## config.mk

```make
export PLATFORM = sky130hd
export DESIGN_NAME = swl_slave
export DESIGN_NICKNAME = d
export VERILOG_FILES = /design/src/shared/swl_pkg.sv /design/src/design/swl_slave.sv
export VERILOG_INCLUDE_DIRS = /design/src /design/src/shared
export SDC_FILE = /design/constraint.sdc
export NUM_CORES = 2
export LEC_CHECK = 0
export CORE_MARGIN = 1.5
export CORE_UTILIZATION = 30
export DETAILED_ROUTE_END_ITERATION = 8
export DONT_BUFFER_PORTS = 1
export GPL_TIMING_DRIVEN = 0
export PLACE_DENSITY_LB_ADDON = 0.2
export SLEW_MARGIN = 10
export SYNTH_ARGS = -nofsm -noshare
export SYNTH_HDL_FRONTEND = slang
export SYNTH_SLANG_ARGS = --single-unit
```

## constraint.sdc

```tcl
create_clock -name i_ref_clk -period 4.3 [get_ports i_ref_clk]
set_input_delay 0.86 -clock i_ref_clk [delete_from_list [all_inputs] [get_ports i_ref_clk]]
set_output_delay 0.86 -clock i_ref_clk [all_outputs]
set_load 0.05 [all_outputs]
```

## src/shared/swl_consts.svh

```systemverilog
// Constants for the single-wire slave memory access block.
// Assumes inclusion by its bare name from the package and the design file.
`ifndef SWL_CONSTS_SVH
`define SWL_CONSTS_SVH
// ----------------------------------------
// Clock (MHz) and timing (ns)
// ----------------------------------------
`define SWL_CLK_MHZ       125
`define SWL_LOW0_NS       120000
`define SWL_SAMPLE_NS     30000
`define SWL_HOLD_NS       30000
`define SWL_PDH_NS        30000
`define SWL_PDL_NS        120000
`define SWL_COPY_NS       10000000
`define SWL_CNT_W         24
// ----------------------------------------
// Opcodes
// ----------------------------------------
`define SWL_OP_RD_ADDR    8'h33
`define SWL_OP_MATCH      8'h55
`define SWL_OP_SKIP       8'hCC
`define SWL_OP_SEARCH     8'hF0
`define SWL_OP_READ       8'h69
`define SWL_OP_READ_CRC   8'h66
`define SWL_OP_WRITE      8'h6C
`define SWL_OP_COPY       8'h48
`define SWL_OP_RECALL     8'hB8
`define SWL_OP_LOCK       8'h6A
// ----------------------------------------
// Memory map
// ----------------------------------------
`define SWL_CTRL_ADDR     8'h1F
`define SWL_ARM_BIT       6
`define SWL_BUSY_BIT      7
`define SWL_BLK0_BASE     8'h20
`define SWL_BLK0_SIZE     32
`define SWL_BLK1_BASE     8'h80
`define SWL_BLK1_SIZE     16
`define SWL_EE_BYTES      48
`define SWL_RAM_BASE      8'h40
`define SWL_RAM_BYTES     64
`define SWL_CRC_POLY      8'h8C
`define SWL_CRC_PAGE      8
`define SWL_FIFO_DEPTH    4
`endif

```

## src/shared/swl_pkg.sv

```systemverilog
// Types for the single-wire slave memory access block.
// Assumes swl_consts.svh is on the include path.
`include "swl_consts.svh"
package swl_pkg;
  // ----------------------------------------
  // Protocol states
  // ----------------------------------------
  typedef enum logic [12:0] {
    S_IDLE  = 13'h0001,
    S_RSTL  = 13'h0002,
    S_PDH   = 13'h0004,
    S_PDL   = 13'h0008,
    S_NET   = 13'h0010,
    S_RDROM = 13'h0020,
    S_MATCH = 13'h0040,
    S_SRCH  = 13'h0080,
    S_FCMD  = 13'h0100,
    S_MADDR = 13'h0200,
    S_READ  = 13'h0400,
    S_WRITE = 13'h0800,
    S_DONE  = 13'h1000
  } state_t;

  typedef logic [`SWL_CNT_W-1:0] cnt_t;

  // Line handling
  typedef struct packed {
    logic sync1;
    logic sync2;
    logic prev;
    cnt_t low_cnt;
    logic slot_act;
    cnt_t slot_cnt;
    logic drv;
    cnt_t drv_cnt;
  } line_st_t;

  typedef struct packed {
    state_t   fsm;
    line_st_t ln;
    logic [6:0] bit_cnt;
    logic [1:0] phase;
    logic [7:0] sh;
    logic       mism;
    logic [7:0] cmd;
    logic [7:0] addr;
    logic [7:0] crc;
    logic [7:0] page;
    logic       lock_ok;
    logic       arm_fresh;
    logic       lock_arm;
    logic [1:0] locks;
    logic       busy;
    logic       copy_pend;
    logic       copy_blk;
    cnt_t       copy_cnt;
    logic [`SWL_EE_BYTES-1:0][7:0]  shadow;
    logic [`SWL_EE_BYTES-1:0][7:0]  cells;
    logic [`SWL_RAM_BYTES-1:0][7:0] ram;
  } st_t;
endpackage

```

## src/design/swl_slave.sv

```systemverilog
// Single-wire slave: line timing, net address commands, memory functions, FIFO.
// Assumes one open-drain line with external pull-up, sampled asynchronously.
`include "swl_consts.svh"

// ----------------------------------------
// Byte FIFO
// ----------------------------------------
module swl_fifo
  import swl_pkg::*;
#(
  parameter int W     = 8,
  parameter int DEPTH = `SWL_FIFO_DEPTH
) (
  input  wire logic         i_ref_clk,
  input  wire logic         i_rst,
  input  wire logic         i_flush,
  input  wire logic         i_valid,
  output logic              o_ready,
  input  wire logic [W-1:0] i_data,
  output logic              o_valid,
  input  wire logic         i_ready,
  output logic [W-1:0]      o_data
);
  localparam int AW = (DEPTH > 1) ? $clog2(DEPTH) : 1;
  typedef struct packed {
    logic [DEPTH-1:0][W-1:0] mem;
    logic [AW-1:0]           rd;
    logic [AW-1:0]           wr;
    logic [AW:0]             cnt;
  } fifo_st_t;
  fifo_st_t q;
  fifo_st_t d;
  logic     push;
  logic     pop;

  assign o_ready = (q.cnt != (AW+1)'(DEPTH));
  assign o_valid = (q.cnt != '0);
  assign o_data  = q.mem[q.rd];

  always_comb begin
    d    = q;
    push = i_valid && o_ready;
    pop  = i_ready && o_valid;
    if (push) begin
      d.mem[q.wr] = i_data;
      d.wr = (q.wr == AW'(DEPTH-1)) ? '0 : q.wr + 1'b1;
    end
    if (pop) begin
      d.rd = (q.rd == AW'(DEPTH-1)) ? '0 : q.rd + 1'b1;
    end
    if (push && !pop) begin
      d.cnt = q.cnt + 1'b1;
    end else if (pop && !push) begin
      d.cnt = q.cnt - 1'b1;
    end
    if (i_flush) begin
      d.rd  = '0;
      d.wr  = '0;
      d.cnt = '0;
    end
  end

  always_ff @(posedge i_ref_clk) begin
    if (i_rst) begin
      q <= '0;
    end else begin
      q <= d;
    end
  end
endmodule

// ----------------------------------------
// Slave top
// ----------------------------------------
// Notes on behaviour
// - CRC byte sent after every eight bytes in read-with-CRC mode.
// - Host checks CRC; device never stops on mismatch.
// - Line driven only low, through enable; never driven high.
// - Low longer than limit is a reset pulse; transaction abandoned.
// - Order: reset, one net command, function commands, data.
// - After reset pulse rises, wait then drive presence pulse.
// - Opcode 33h sends the 64-bit net address.
// - Opcode 55h: only matching address proceeds; others wait for reset.
// - Opcode CCh goes straight to function commands.
// - Opcode F0h: per bit send bit, complement, then read master bit.
// - Opcode 69h: data LSb first after address, address increments per byte.
// - Reads wrap from FFh to 00h until reset.
// - Reset ends reads at any bit; reserved reads return zero.
// - EEPROM addresses read shadow RAM, not cells.
// - Opcode 6Ch: writes LSb first, auto-increment, wrap to 00h.
// - Read-only, reserved, locked and partial byte writes discarded.
// - EEPROM writes update shadow only; cells change on copy.
// - Opcode 48h copies shadow of unlocked block into cells.
// - Copy busy flag set for copy time; EEPROM writes ignored meanwhile.
// - Opcode B8h reloads shadow block from its cells.
// - Opcode 6Ah locks block permanently when freshly armed.
// - Arm bit is bit 6 of 1Fh, set just before lock.
// - Net address top byte is CRC of its lower 56 bits.
module swl_slave
  import swl_pkg::*;
#(
  parameter logic [7:0]  FAMILY     = 8'h5A,        // Arbitrary value
  parameter logic [47:0] SERIAL     = 48'h0123_4567_89AB, // Arbitrary value
  parameter int LOW0_CYC   = (`SWL_LOW0_NS * `SWL_CLK_MHZ + 999) / 1000,
  parameter int SAMPLE_CYC = (`SWL_SAMPLE_NS * `SWL_CLK_MHZ + 999) / 1000,
  parameter int HOLD_CYC   = (`SWL_HOLD_NS * `SWL_CLK_MHZ) / 1000,
  parameter int PDH_CYC    = (`SWL_PDH_NS * `SWL_CLK_MHZ + 999) / 1000,
  parameter int PDL_CYC    = (`SWL_PDL_NS * `SWL_CLK_MHZ + 999) / 1000,
  parameter int COPY_CYC   = (`SWL_COPY_NS * `SWL_CLK_MHZ + 999) / 1000
) (
  input  wire logic i_ref_clk,
  input  wire logic i_rst,
  input  wire logic i_line,
  output logic      o_line,
  output logic      o_line_oe,
  output logic      o_copy_busy
);
  // ----------------------------------------
  // Helpers
  // ----------------------------------------
  function automatic logic [7:0] crc_bit(input logic [7:0] c, input logic b);
    logic fb;
    fb = c[0] ^ b;
    return fb ? ((c >> 1) ^ `SWL_CRC_POLY) : (c >> 1);
  endfunction

  function automatic logic [7:0] crc_byte(input logic [7:0] c, input logic [7:0] b);
    logic [7:0] r;
    r = c;
    for (int i = 0; i < 8; i++) begin
      r = crc_bit(r, b[i]);
    end
    return r;
  endfunction

  function automatic logic [7:0] crc_56(input logic [55:0] v);
    logic [7:0] r;
    r = 8'h00;
    for (int i = 0; i < 56; i++) begin
      r = crc_bit(r, v[i]);
    end
    return r;
  endfunction

  // Block hit and shadow index of an address
  function automatic logic ee_hit(input logic [7:0] a);
    return (a >= `SWL_BLK0_BASE && a < `SWL_BLK0_BASE + 8'(`SWL_BLK0_SIZE)) ||
           (a >= `SWL_BLK1_BASE && a < `SWL_BLK1_BASE + 8'(`SWL_BLK1_SIZE));
  endfunction

  function automatic logic ee_blk(input logic [7:0] a);
    return (a >= `SWL_BLK1_BASE);
  endfunction

  function automatic logic [5:0] ee_idx(input logic [7:0] a);
    return ee_blk(a) ? 6'(a - `SWL_BLK1_BASE + 8'(`SWL_BLK0_SIZE))
                     : 6'(a - `SWL_BLK0_BASE);
  endfunction

  function automatic logic ram_hit(input logic [7:0] a);
    return (a >= `SWL_RAM_BASE && a < `SWL_RAM_BASE + 8'(`SWL_RAM_BYTES));
  endfunction

  localparam logic [63:0] NET_ADDR = {crc_56({SERIAL, FAMILY}), SERIAL, FAMILY};

  st_t  q;
  st_t  d;
  logic fifo_push;
  logic fifo_ready;
  logic [7:0] fifo_in;
  logic fifo_valid;
  logic fifo_pop;
  logic [7:0] fifo_out;
  logic fifo_flush;

  function automatic logic [7:0] mem_read(input logic [7:0] a);
    logic [7:0] ctrl;
    ctrl = 8'h00;
    ctrl[`SWL_ARM_BIT]  = q.lock_arm;
    ctrl[`SWL_BUSY_BIT] = q.busy;
    ctrl[1:0]           = q.locks;
    if (ee_hit(a)) begin
      return q.shadow[ee_idx(a)];
    end else if (ram_hit(a)) begin
      return q.ram[6'(a - `SWL_RAM_BASE)];
    end else if (a == `SWL_CTRL_ADDR) begin
      return ctrl;
    end
    return 8'h00;
  endfunction

  swl_fifo #(
    .W     (8),
    .DEPTH (`SWL_FIFO_DEPTH)
  ) u_fifo (
    .i_ref_clk (i_ref_clk),
    .i_rst     (i_rst),
    .i_flush   (fifo_flush),
    .i_valid   (fifo_push),
    .o_ready   (fifo_ready),
    .i_data    (fifo_in),
    .o_valid   (fifo_valid),
    .i_ready   (fifo_pop),
    .o_data    (fifo_out)
  );

  assign o_line      = 1'b0;
  assign o_line_oe   = q.ln.drv;
  assign o_copy_busy = q.busy;

  // ----------------------------------------
  // Next state
  // ----------------------------------------
  always_comb begin
    logic       fall;
    logic       rise;
    logic       bit_ev;
    logic       rxb;
    logic       tx_mode;
    logic       tx_bit;
    logic [7:0] byte_in;
    logic [5:0] bi;
    logic [6:0] bc;
    fall       = 1'b0;
    rise       = 1'b0;
    bit_ev     = 1'b0;
    rxb        = 1'b0;
    tx_mode    = 1'b0;
    tx_bit     = 1'b1;
    byte_in    = 8'h00;
    bi         = 6'd0;
    bc         = 7'd0;
    d          = q;
    fifo_push  = 1'b0;
    fifo_in    = 8'h00;
    fifo_pop   = 1'b0;
    fifo_flush = 1'b0;

    // Only sync2 feeds logic; sync1 is metastability guard
    d.ln.sync1 = i_line;
    d.ln.sync2 = q.ln.sync1;
    d.ln.prev  = q.ln.sync2;
    fall = q.ln.prev && !q.ln.sync2;
    rise = !q.ln.prev && q.ln.sync2;
    d.ln.low_cnt = q.ln.sync2 ? '0 :
                   (q.ln.low_cnt == cnt_t'(LOW0_CYC)) ? q.ln.low_cnt : q.ln.low_cnt + 1'b1;

    // Release read-zero drive after hold time, presence drive after PDL_CYC
    if (q.ln.drv) begin
      d.ln.drv_cnt = q.ln.drv_cnt + 1'b1;
      if (q.fsm == S_PDL) begin
        if (q.ln.drv_cnt == cnt_t'(PDL_CYC - 1)) begin
          d.ln.drv = 1'b0;
          d.fsm    = S_NET;
          d.bit_cnt = '0;
        end
      end else if (q.ln.drv_cnt == cnt_t'(HOLD_CYC - 1)) begin
        d.ln.drv = 1'b0;
      end
    end

    // Transmit bit source for the current state
    bc = q.bit_cnt;
    case (q.fsm)
      S_RDROM: begin
        tx_mode = 1'b1;
        tx_bit  = NET_ADDR[6'(bc)];
      end
      S_SRCH: begin
        tx_mode = (q.phase != 2'd2);
        tx_bit  = (q.phase == 2'd0) ? NET_ADDR[6'(bc)] : !NET_ADDR[6'(bc)];
      end
      S_READ: begin
        tx_mode = 1'b1;
        tx_bit  = fifo_valid ? fifo_out[3'(bc)] : 1'b1;
      end
      default: begin
        tx_mode = 1'b0;
        tx_bit  = 1'b1;
      end
    endcase

    // Slot timing in protocol states; host pause just idles high
    if (fall && (q.fsm inside {S_NET, S_RDROM, S_MATCH, S_SRCH, S_FCMD,
                               S_MADDR, S_READ, S_WRITE})) begin
      d.ln.slot_act = 1'b1;
      d.ln.slot_cnt = '0;
      if (tx_mode && !tx_bit) begin
        d.ln.drv     = 1'b1;
        d.ln.drv_cnt = '0;
      end
    end else if (q.ln.slot_act) begin
      d.ln.slot_cnt = q.ln.slot_cnt + 1'b1;
      if (q.ln.slot_cnt == cnt_t'(SAMPLE_CYC - 1)) begin
        d.ln.slot_act = 1'b0;
        bit_ev = 1'b1;
        rxb    = q.ln.sync2;
      end
    end

    byte_in = {rxb, q.sh[7:1]};
    bi      = 6'(q.bit_cnt);

    // ----------------------------------------
    // Protocol sequence
    // ----------------------------------------
    case (q.fsm)
      S_IDLE, S_DONE: begin
      end
      S_RSTL: begin
        if (rise) begin
          d.fsm = S_PDH;
          d.ln.drv_cnt = '0;
        end
      end
      S_PDH: begin
        d.ln.drv_cnt = q.ln.drv_cnt + 1'b1;
        if (q.ln.drv_cnt == cnt_t'(PDH_CYC - 1)) begin
          d.fsm        = S_PDL;
          d.ln.drv     = 1'b1;
          d.ln.drv_cnt = '0;
        end
      end
      S_PDL: begin
      end
      S_NET: begin
        if (bit_ev) begin
          d.sh      = byte_in;
          d.bit_cnt = q.bit_cnt + 1'b1;
          if (q.bit_cnt == 7'd7) begin
            d.bit_cnt = '0;
            d.mism    = 1'b0;
            d.phase   = 2'd0;
            case (byte_in)
              `SWL_OP_RD_ADDR: d.fsm = S_RDROM;
              `SWL_OP_MATCH:   d.fsm = S_MATCH;
              `SWL_OP_SKIP:    d.fsm = S_FCMD;
              `SWL_OP_SEARCH:  d.fsm = S_SRCH;
              default:         d.fsm = S_DONE;
            endcase
          end
        end
      end
      S_RDROM: begin
        if (bit_ev) begin
          d.bit_cnt = q.bit_cnt + 1'b1;
          if (q.bit_cnt == 7'd63) begin
            d.bit_cnt = '0;
            d.fsm     = S_FCMD;
          end
        end
      end
      S_MATCH: begin
        if (bit_ev) begin
          d.mism    = q.mism || (rxb != NET_ADDR[bi]);
          d.bit_cnt = q.bit_cnt + 1'b1;
          if (q.bit_cnt == 7'd63) begin
            d.bit_cnt = '0;
            d.fsm     = d.mism ? S_DONE : S_FCMD;
          end
        end
      end
      S_SRCH: begin
        if (bit_ev) begin
          if (q.phase != 2'd2) begin
            d.phase = q.phase + 1'b1;
          end else if (rxb != NET_ADDR[bi]) begin
            d.fsm = S_DONE;
          end else begin
            d.phase   = 2'd0;
            d.bit_cnt = q.bit_cnt + 1'b1;
            if (q.bit_cnt == 7'd63) begin
              d.bit_cnt = '0;
              d.fsm     = S_FCMD;
            end
          end
        end
      end
      S_FCMD: begin
        if (bit_ev) begin
          d.sh      = byte_in;
          d.bit_cnt = q.bit_cnt + 1'b1;
          if (q.bit_cnt == 7'd7) begin
            d.bit_cnt   = '0;
            d.cmd       = byte_in;
            d.lock_ok   = q.arm_fresh;
            d.arm_fresh = 1'b0;
            d.fsm = (byte_in inside {`SWL_OP_READ, `SWL_OP_READ_CRC, `SWL_OP_WRITE,
                     `SWL_OP_COPY, `SWL_OP_RECALL, `SWL_OP_LOCK}) ? S_MADDR : S_DONE;
          end
        end
      end
      S_MADDR: begin
        if (bit_ev) begin
          d.sh      = byte_in;
          d.bit_cnt = q.bit_cnt + 1'b1;
          if (q.bit_cnt == 7'd7) begin
            d.bit_cnt = '0;
            d.addr    = byte_in;
            d.crc     = 8'h00;
            d.page    = 8'h00;
            d.fsm     = S_FCMD;
            case (q.cmd)
              `SWL_OP_READ, `SWL_OP_READ_CRC: d.fsm = S_READ;
              `SWL_OP_WRITE: d.fsm = S_WRITE;
              `SWL_OP_COPY: begin
                if (ee_hit(byte_in) && !q.locks[ee_blk(byte_in)] && !q.busy) begin
                  d.copy_pend = 1'b1;
                  d.copy_blk  = ee_blk(byte_in);
                end
              end
              `SWL_OP_RECALL: begin
                if (ee_hit(byte_in)) begin
                  for (int i = 0; i < `SWL_EE_BYTES; i++) begin
                    if ((i >= `SWL_BLK0_SIZE) == ee_blk(byte_in)) begin
                      d.shadow[i] = q.cells[i];
                    end
                  end
                end
              end
              `SWL_OP_LOCK: begin
                if (ee_hit(byte_in) && q.lock_ok && q.lock_arm) begin
                  d.locks[ee_blk(byte_in)] = 1'b1;
                end
              end
              default: d.fsm = S_DONE;
            endcase
          end
        end
      end
      S_READ: begin
        // Prefetch into FIFO; stalls when FIFO full
        if (fifo_ready) begin
          fifo_push = 1'b1;
          if (q.cmd == `SWL_OP_READ_CRC && q.page == 8'(`SWL_CRC_PAGE)) begin
            fifo_in = q.crc;
            d.crc   = 8'h00;
            d.page  = 8'h00;
          end else begin
            fifo_in = mem_read(q.addr);
            d.addr  = q.addr + 1'b1;
            d.crc   = crc_byte(q.crc, fifo_in);
            d.page  = q.page + 1'b1;
          end
        end
        if (bit_ev) begin
          d.bit_cnt = {4'd0, q.bit_cnt[2:0] + 3'd1};
          fifo_pop  = (q.bit_cnt[2:0] == 3'd7);
        end
      end
      S_WRITE: begin
        if (bit_ev) begin
          d.sh      = byte_in;
          d.bit_cnt = {4'd0, q.bit_cnt[2:0] + 3'd1};
          // Only whole bytes are stored
          if (q.bit_cnt[2:0] == 3'd7) begin
            d.addr = q.addr + 1'b1;
            if (ee_hit(q.addr)) begin
              if (!q.busy && !q.locks[ee_blk(q.addr)]) begin
                d.shadow[ee_idx(q.addr)] = byte_in;
              end
            end else if (ram_hit(q.addr)) begin
              d.ram[6'(q.addr - `SWL_RAM_BASE)] = byte_in;
            end else if (q.addr == `SWL_CTRL_ADDR) begin
              d.lock_arm  = byte_in[`SWL_ARM_BIT];
              d.arm_fresh = byte_in[`SWL_ARM_BIT];
            end
          end
        end
      end
      default: d.fsm = S_IDLE;
    endcase

    // ----------------------------------------
    // Copy timer, runs through any reset pulse
    // ----------------------------------------
    if (q.copy_pend && fall) begin
      d.copy_pend = 1'b0;
      d.busy      = 1'b1;
      d.copy_cnt  = '0;
    end
    if (q.busy) begin
      d.copy_cnt = q.copy_cnt + 1'b1;
      if (q.copy_cnt == cnt_t'(COPY_CYC - 1)) begin
        d.busy = 1'b0;
        for (int i = 0; i < `SWL_EE_BYTES; i++) begin
          if ((i >= `SWL_BLK0_SIZE) == q.copy_blk) begin
            d.cells[i] = q.shadow[i];
          end
        end
      end
    end

    // Long low overrides all but the copy timer; CRC result never consulted
    if (q.ln.low_cnt == cnt_t'(LOW0_CYC) && !q.ln.drv &&
        q.fsm != S_RSTL && q.fsm != S_PDL) begin
      d.fsm         = S_RSTL;
      d.ln.slot_act = 1'b0;
      d.bit_cnt     = '0;
      d.phase       = 2'd0;
      d.lock_ok     = 1'b0;
      fifo_flush    = 1'b1;
      fifo_push     = 1'b0;
      fifo_pop      = 1'b0;
    end
  end

  always_ff @(posedge i_ref_clk) begin
    if (i_rst) begin
      q          <= '0;
      q.fsm      <= S_IDLE;
      q.ln.sync1 <= 1'b1;
      q.ln.sync2 <= 1'b1;
      q.ln.prev  <= 1'b1;
    end else begin
      q <= d;
    end
  end
endmodule

```

==> summary.md <==
| Metric | Value |
|---|---|
| Final hold vios | `0` |
| Max-Cap Viols | `0` |
| Status | `finished, violations left` |
| Element type at the critical path end | `flop` |
| Die Height | `482 µm` |
| Post-synth cell types | `121` |
| Layout fillers | `23.7k` |
| Iteration-0 DRC Markers | `11.0k` |
| Global-route wire length before repair | `536 mm` |
| TritonCTS clock tree | `done` |
| Mean area per synthesized cell | `7.91 µm²` |
| Synth Register Bits | `1491` |
| Clock Tree Buf Depth | `3` |
| Vias | `73.4k` |
| Num Clock Sinks | `1491` |
| Final slew viol count | `0` |
| Final std cells w/o fill | `12.2k` |
| Worst r2r src | `q[1328]` |
| Clock Pin Slew Worst Setup and Hold Paths | `60 ps` |
| Syn_nets | `8740` |
| Sequential share of power | `46.4%` |
| Clk pwr share | `51.9%` |
| Share of layout cells above drive strength 1 | `11.1%` |
| Cells after Synth | `8711` |
| Slew HR | `4.43%` |
| GRT Overall Usage | `32.9%` |
| Sw frac | `23.5%` |
| Failing checks | `negative setup slack` |
| FP Rows | `175` |
| Layout area overhead | `18.2%` |
| Warnings, synthesis | `0` |
| Combinational Power Share | `1.7%` |
| HP Start | `i_line` |
| Synth Flop Type | `dfxtp_1` |
| Global route overflow | `0` |
| Max Clock Skew | `51.5 ps` |
| Layout Nets | `8999` |
| Die Width | `482 µm` |
| Async SR Flop Fraction | `0%` |
| Residual DRC | `0` |
| CP required | `4990 ps` |
| Hpwl dp | `282 mm` |
| Post-synthesis sequential area ratio | `43.3%` |
| VDD IR-drop max | `0.000426 V` |
| GP Congestion | `1.08` |
| Via count of the first global-routing pass | `66.0k` |
| Setup slack at placement | `-2610 ps` |
| CTS root buffer | `clkbuf_16` |
| Largest net degree at the start of global routing | `17` |
| CP startpoint kind | `flop` |
| CP Max Fanout | `10` |
| Post-synth EDFFs | `0` |
| CTS H-tree lvls | `4` |
| Critical path data arrival time | `5220 ps` |
| Die area | `233000 µm²` |
| Antenna Violating Nets Remaining | `0` |
| Via-to-Cell Ratio | `6.04` |
| Tmin final | `4520 ps` |
| Antenna violations before repair | `39` |
| Final worst slack | `-225 ps` |
| Pwr Density | `365 nW/µm²` |
| Total Wirelength | `397 mm` |
| Max Freq | `221 MHz` |
| Final setup fails | `120` |
| Pleak | `25.2 nW` |
| Pint | `22.8 mW` |
| First-pass DRT Iterations | `7` |
| Hold buffers post-CTS | `0` |
| CP startpoint | `q[1328]` |
| I/O Pins | `6` |
| Drt wl/cell | `32.7 µm` |
| Worst slew pin tran | `1430 ps` |
| Clock Latency Late Sink | `880 ps` |
| Hold Crit Class | `in -> reg` |
| Mapped Area | `68900 µm²` |
| PortBufs | `0` |
| CTS Buf Count | `174` |
| Period utilization | `105%` |
| Starting Density | `30.2%` |
| Setup CP Type | `reg -> reg` |
| Core ar. | `228000 µm²` |
| Cells after DPL | `11.8k` |
| Switching pwr | `6.99 mW` |
| RSZ-0062 raised after global routing | `yes` |
-- cell usage after synthesis, drive strengths merged, types with 33 or more instances --
cell type,number,area (µm²)
a221oi,66,603
mux2,44,511
o22ai,49,320
dfxtp,1491,29800
nand3,423,2120
nand2,2118,7950
inv,34,128
a22o,35,307
clkbuf,493,1850
nor3,49,277
mux2i,77,771
o21a,394,2960
a21oi,1506,8030
a22oi,141,1070
and3,48,300
mux4,64,1440
buf,213,1370
xor2,47,438
or3,107,669
nor2,323,1210
nand4,33,206
o21ai,456,2290
-- state kept, by name (all words and copies together), names as in the netlist, named ones only --
signal,flops
q,1447
o_line_oe,1
u_fifo.q,39
d,2
o_copy_busy,1
-- repair_timing --
action                                  in CTS  in global routing
endpoints found under the setup margin     946                823
pin swaps                                   16                  6
setup buffers                               19                 16
gates resized for setup                    303                112
-- path summary, 6_finish.rpt --
path                  end  slack (ps)  depth (start not counted)
setup / recovery    q[15]        -220                         10
hold / removal    d[1437]         100                          1
setup reg to reg    q[15]        -220                         10
hold reg to reg   d[1436]         410                          1
-- through the flow --
| step | hold slack (ps) | power (mW) | util [%] | instance area, µm² | TNS (ps) |
|---|---|---|---|---|---|
| floorplan | 389 | 14.4 | - | 68900 | 0 |
| global placement | 406 | 14.6 | 31.9 | 72700 | -1319200 |
| detailed placement | 400 | 14.6 | 32.3 | 73600 | -945130 |
| CTS | 73.9 | 29.8 | 35.4 | 80700 | -49.6 |
| global route | 85.6 | 30.4 | 35.7 | 81400 | -2360 |
| finish | 96.3 | 29.8 | 35.7 | 81500 | -9470 |
-- logic make-up after synthesis --
group / count (synthesis) / synth area share (%)
AO/OA/AOI/OAI: 2846 / 25.0
XOR/XNOR: 73 / 1.09
adder cells (fa/ha/maj): 26 / 0.483
buffers and inverters: 742 / 4.86
flip-flops: 1491 / 43.3
multiplexers: 185 / 3.95
other: 1 / 0.00544
AND/OR/NAND/NOR: 3347 / 21.2
-- area by class of cell --
class / instances / area [µm²] / share of cell area (%)
multi-input cells: 6478 / 36700 / 45.1
clock inverters: 55 / 656 / 0.805
inverters: 36 / 138 / 0.169
repair buffers: 84 / 1120 / 1.37
clock buffers: 262 / 5150 / 6.32
flip-flops and latches: 1491 / 29900 / 36.6
well taps: 3009 / 3760 / 4.62
diodes: 37 / 92.6 / 0.114
plain buffers: 705 / 3990 / 4.89
-- metal layers --
metal	global-route usage, %	vias to the layer above	part of all wire [%]	wire length (µm)
li1	-	31200	-	-
met1	41.2	35800	38	152000
met4	23.6	18	8.2	32700
met3	12.1	1361	13	53000
met2	45.8	5079	40	158000
met5	1.88	-	0.18	703
-- worst max-delay path, stage by stage, from the launching register on --
cell and delay, ps:
dfxtp_4 440, buf_6 260, nor3b_4 290, buf_12 170, buf_4 370, buf_4 460, clkdlybuf4s15_2 610, clkdlybuf4s15_1 810
nand3_1 590, nand2_1 220, a21oi_1 80
-- power groups by stage --
stage               logic (mW)  registers (mW)  clock network, mW
detailed placement       0.490            14.1                  0
finish                   0.507            13.8               15.5
CTS                      0.488            13.8               15.5
global route             0.526            13.8               16.0
floorplan                0.281            14.1                  0
global placement         0.488            14.1                  0
-- layout by cell type (no fill, tap or decap), drive strengths merged, types with 64 or more instances in the layout --
cell	instances
or3	107
nand3	423
clkbuf	758
o21a	394
a21oi	1506
dfxtp	1491
nor2	323
mux4	64
a22oi	141
buf	286
o21ai	456
mux2i	77
nand2	2118
a221oi	66
No activity file was read; power rests on OpenSTA's default activity.
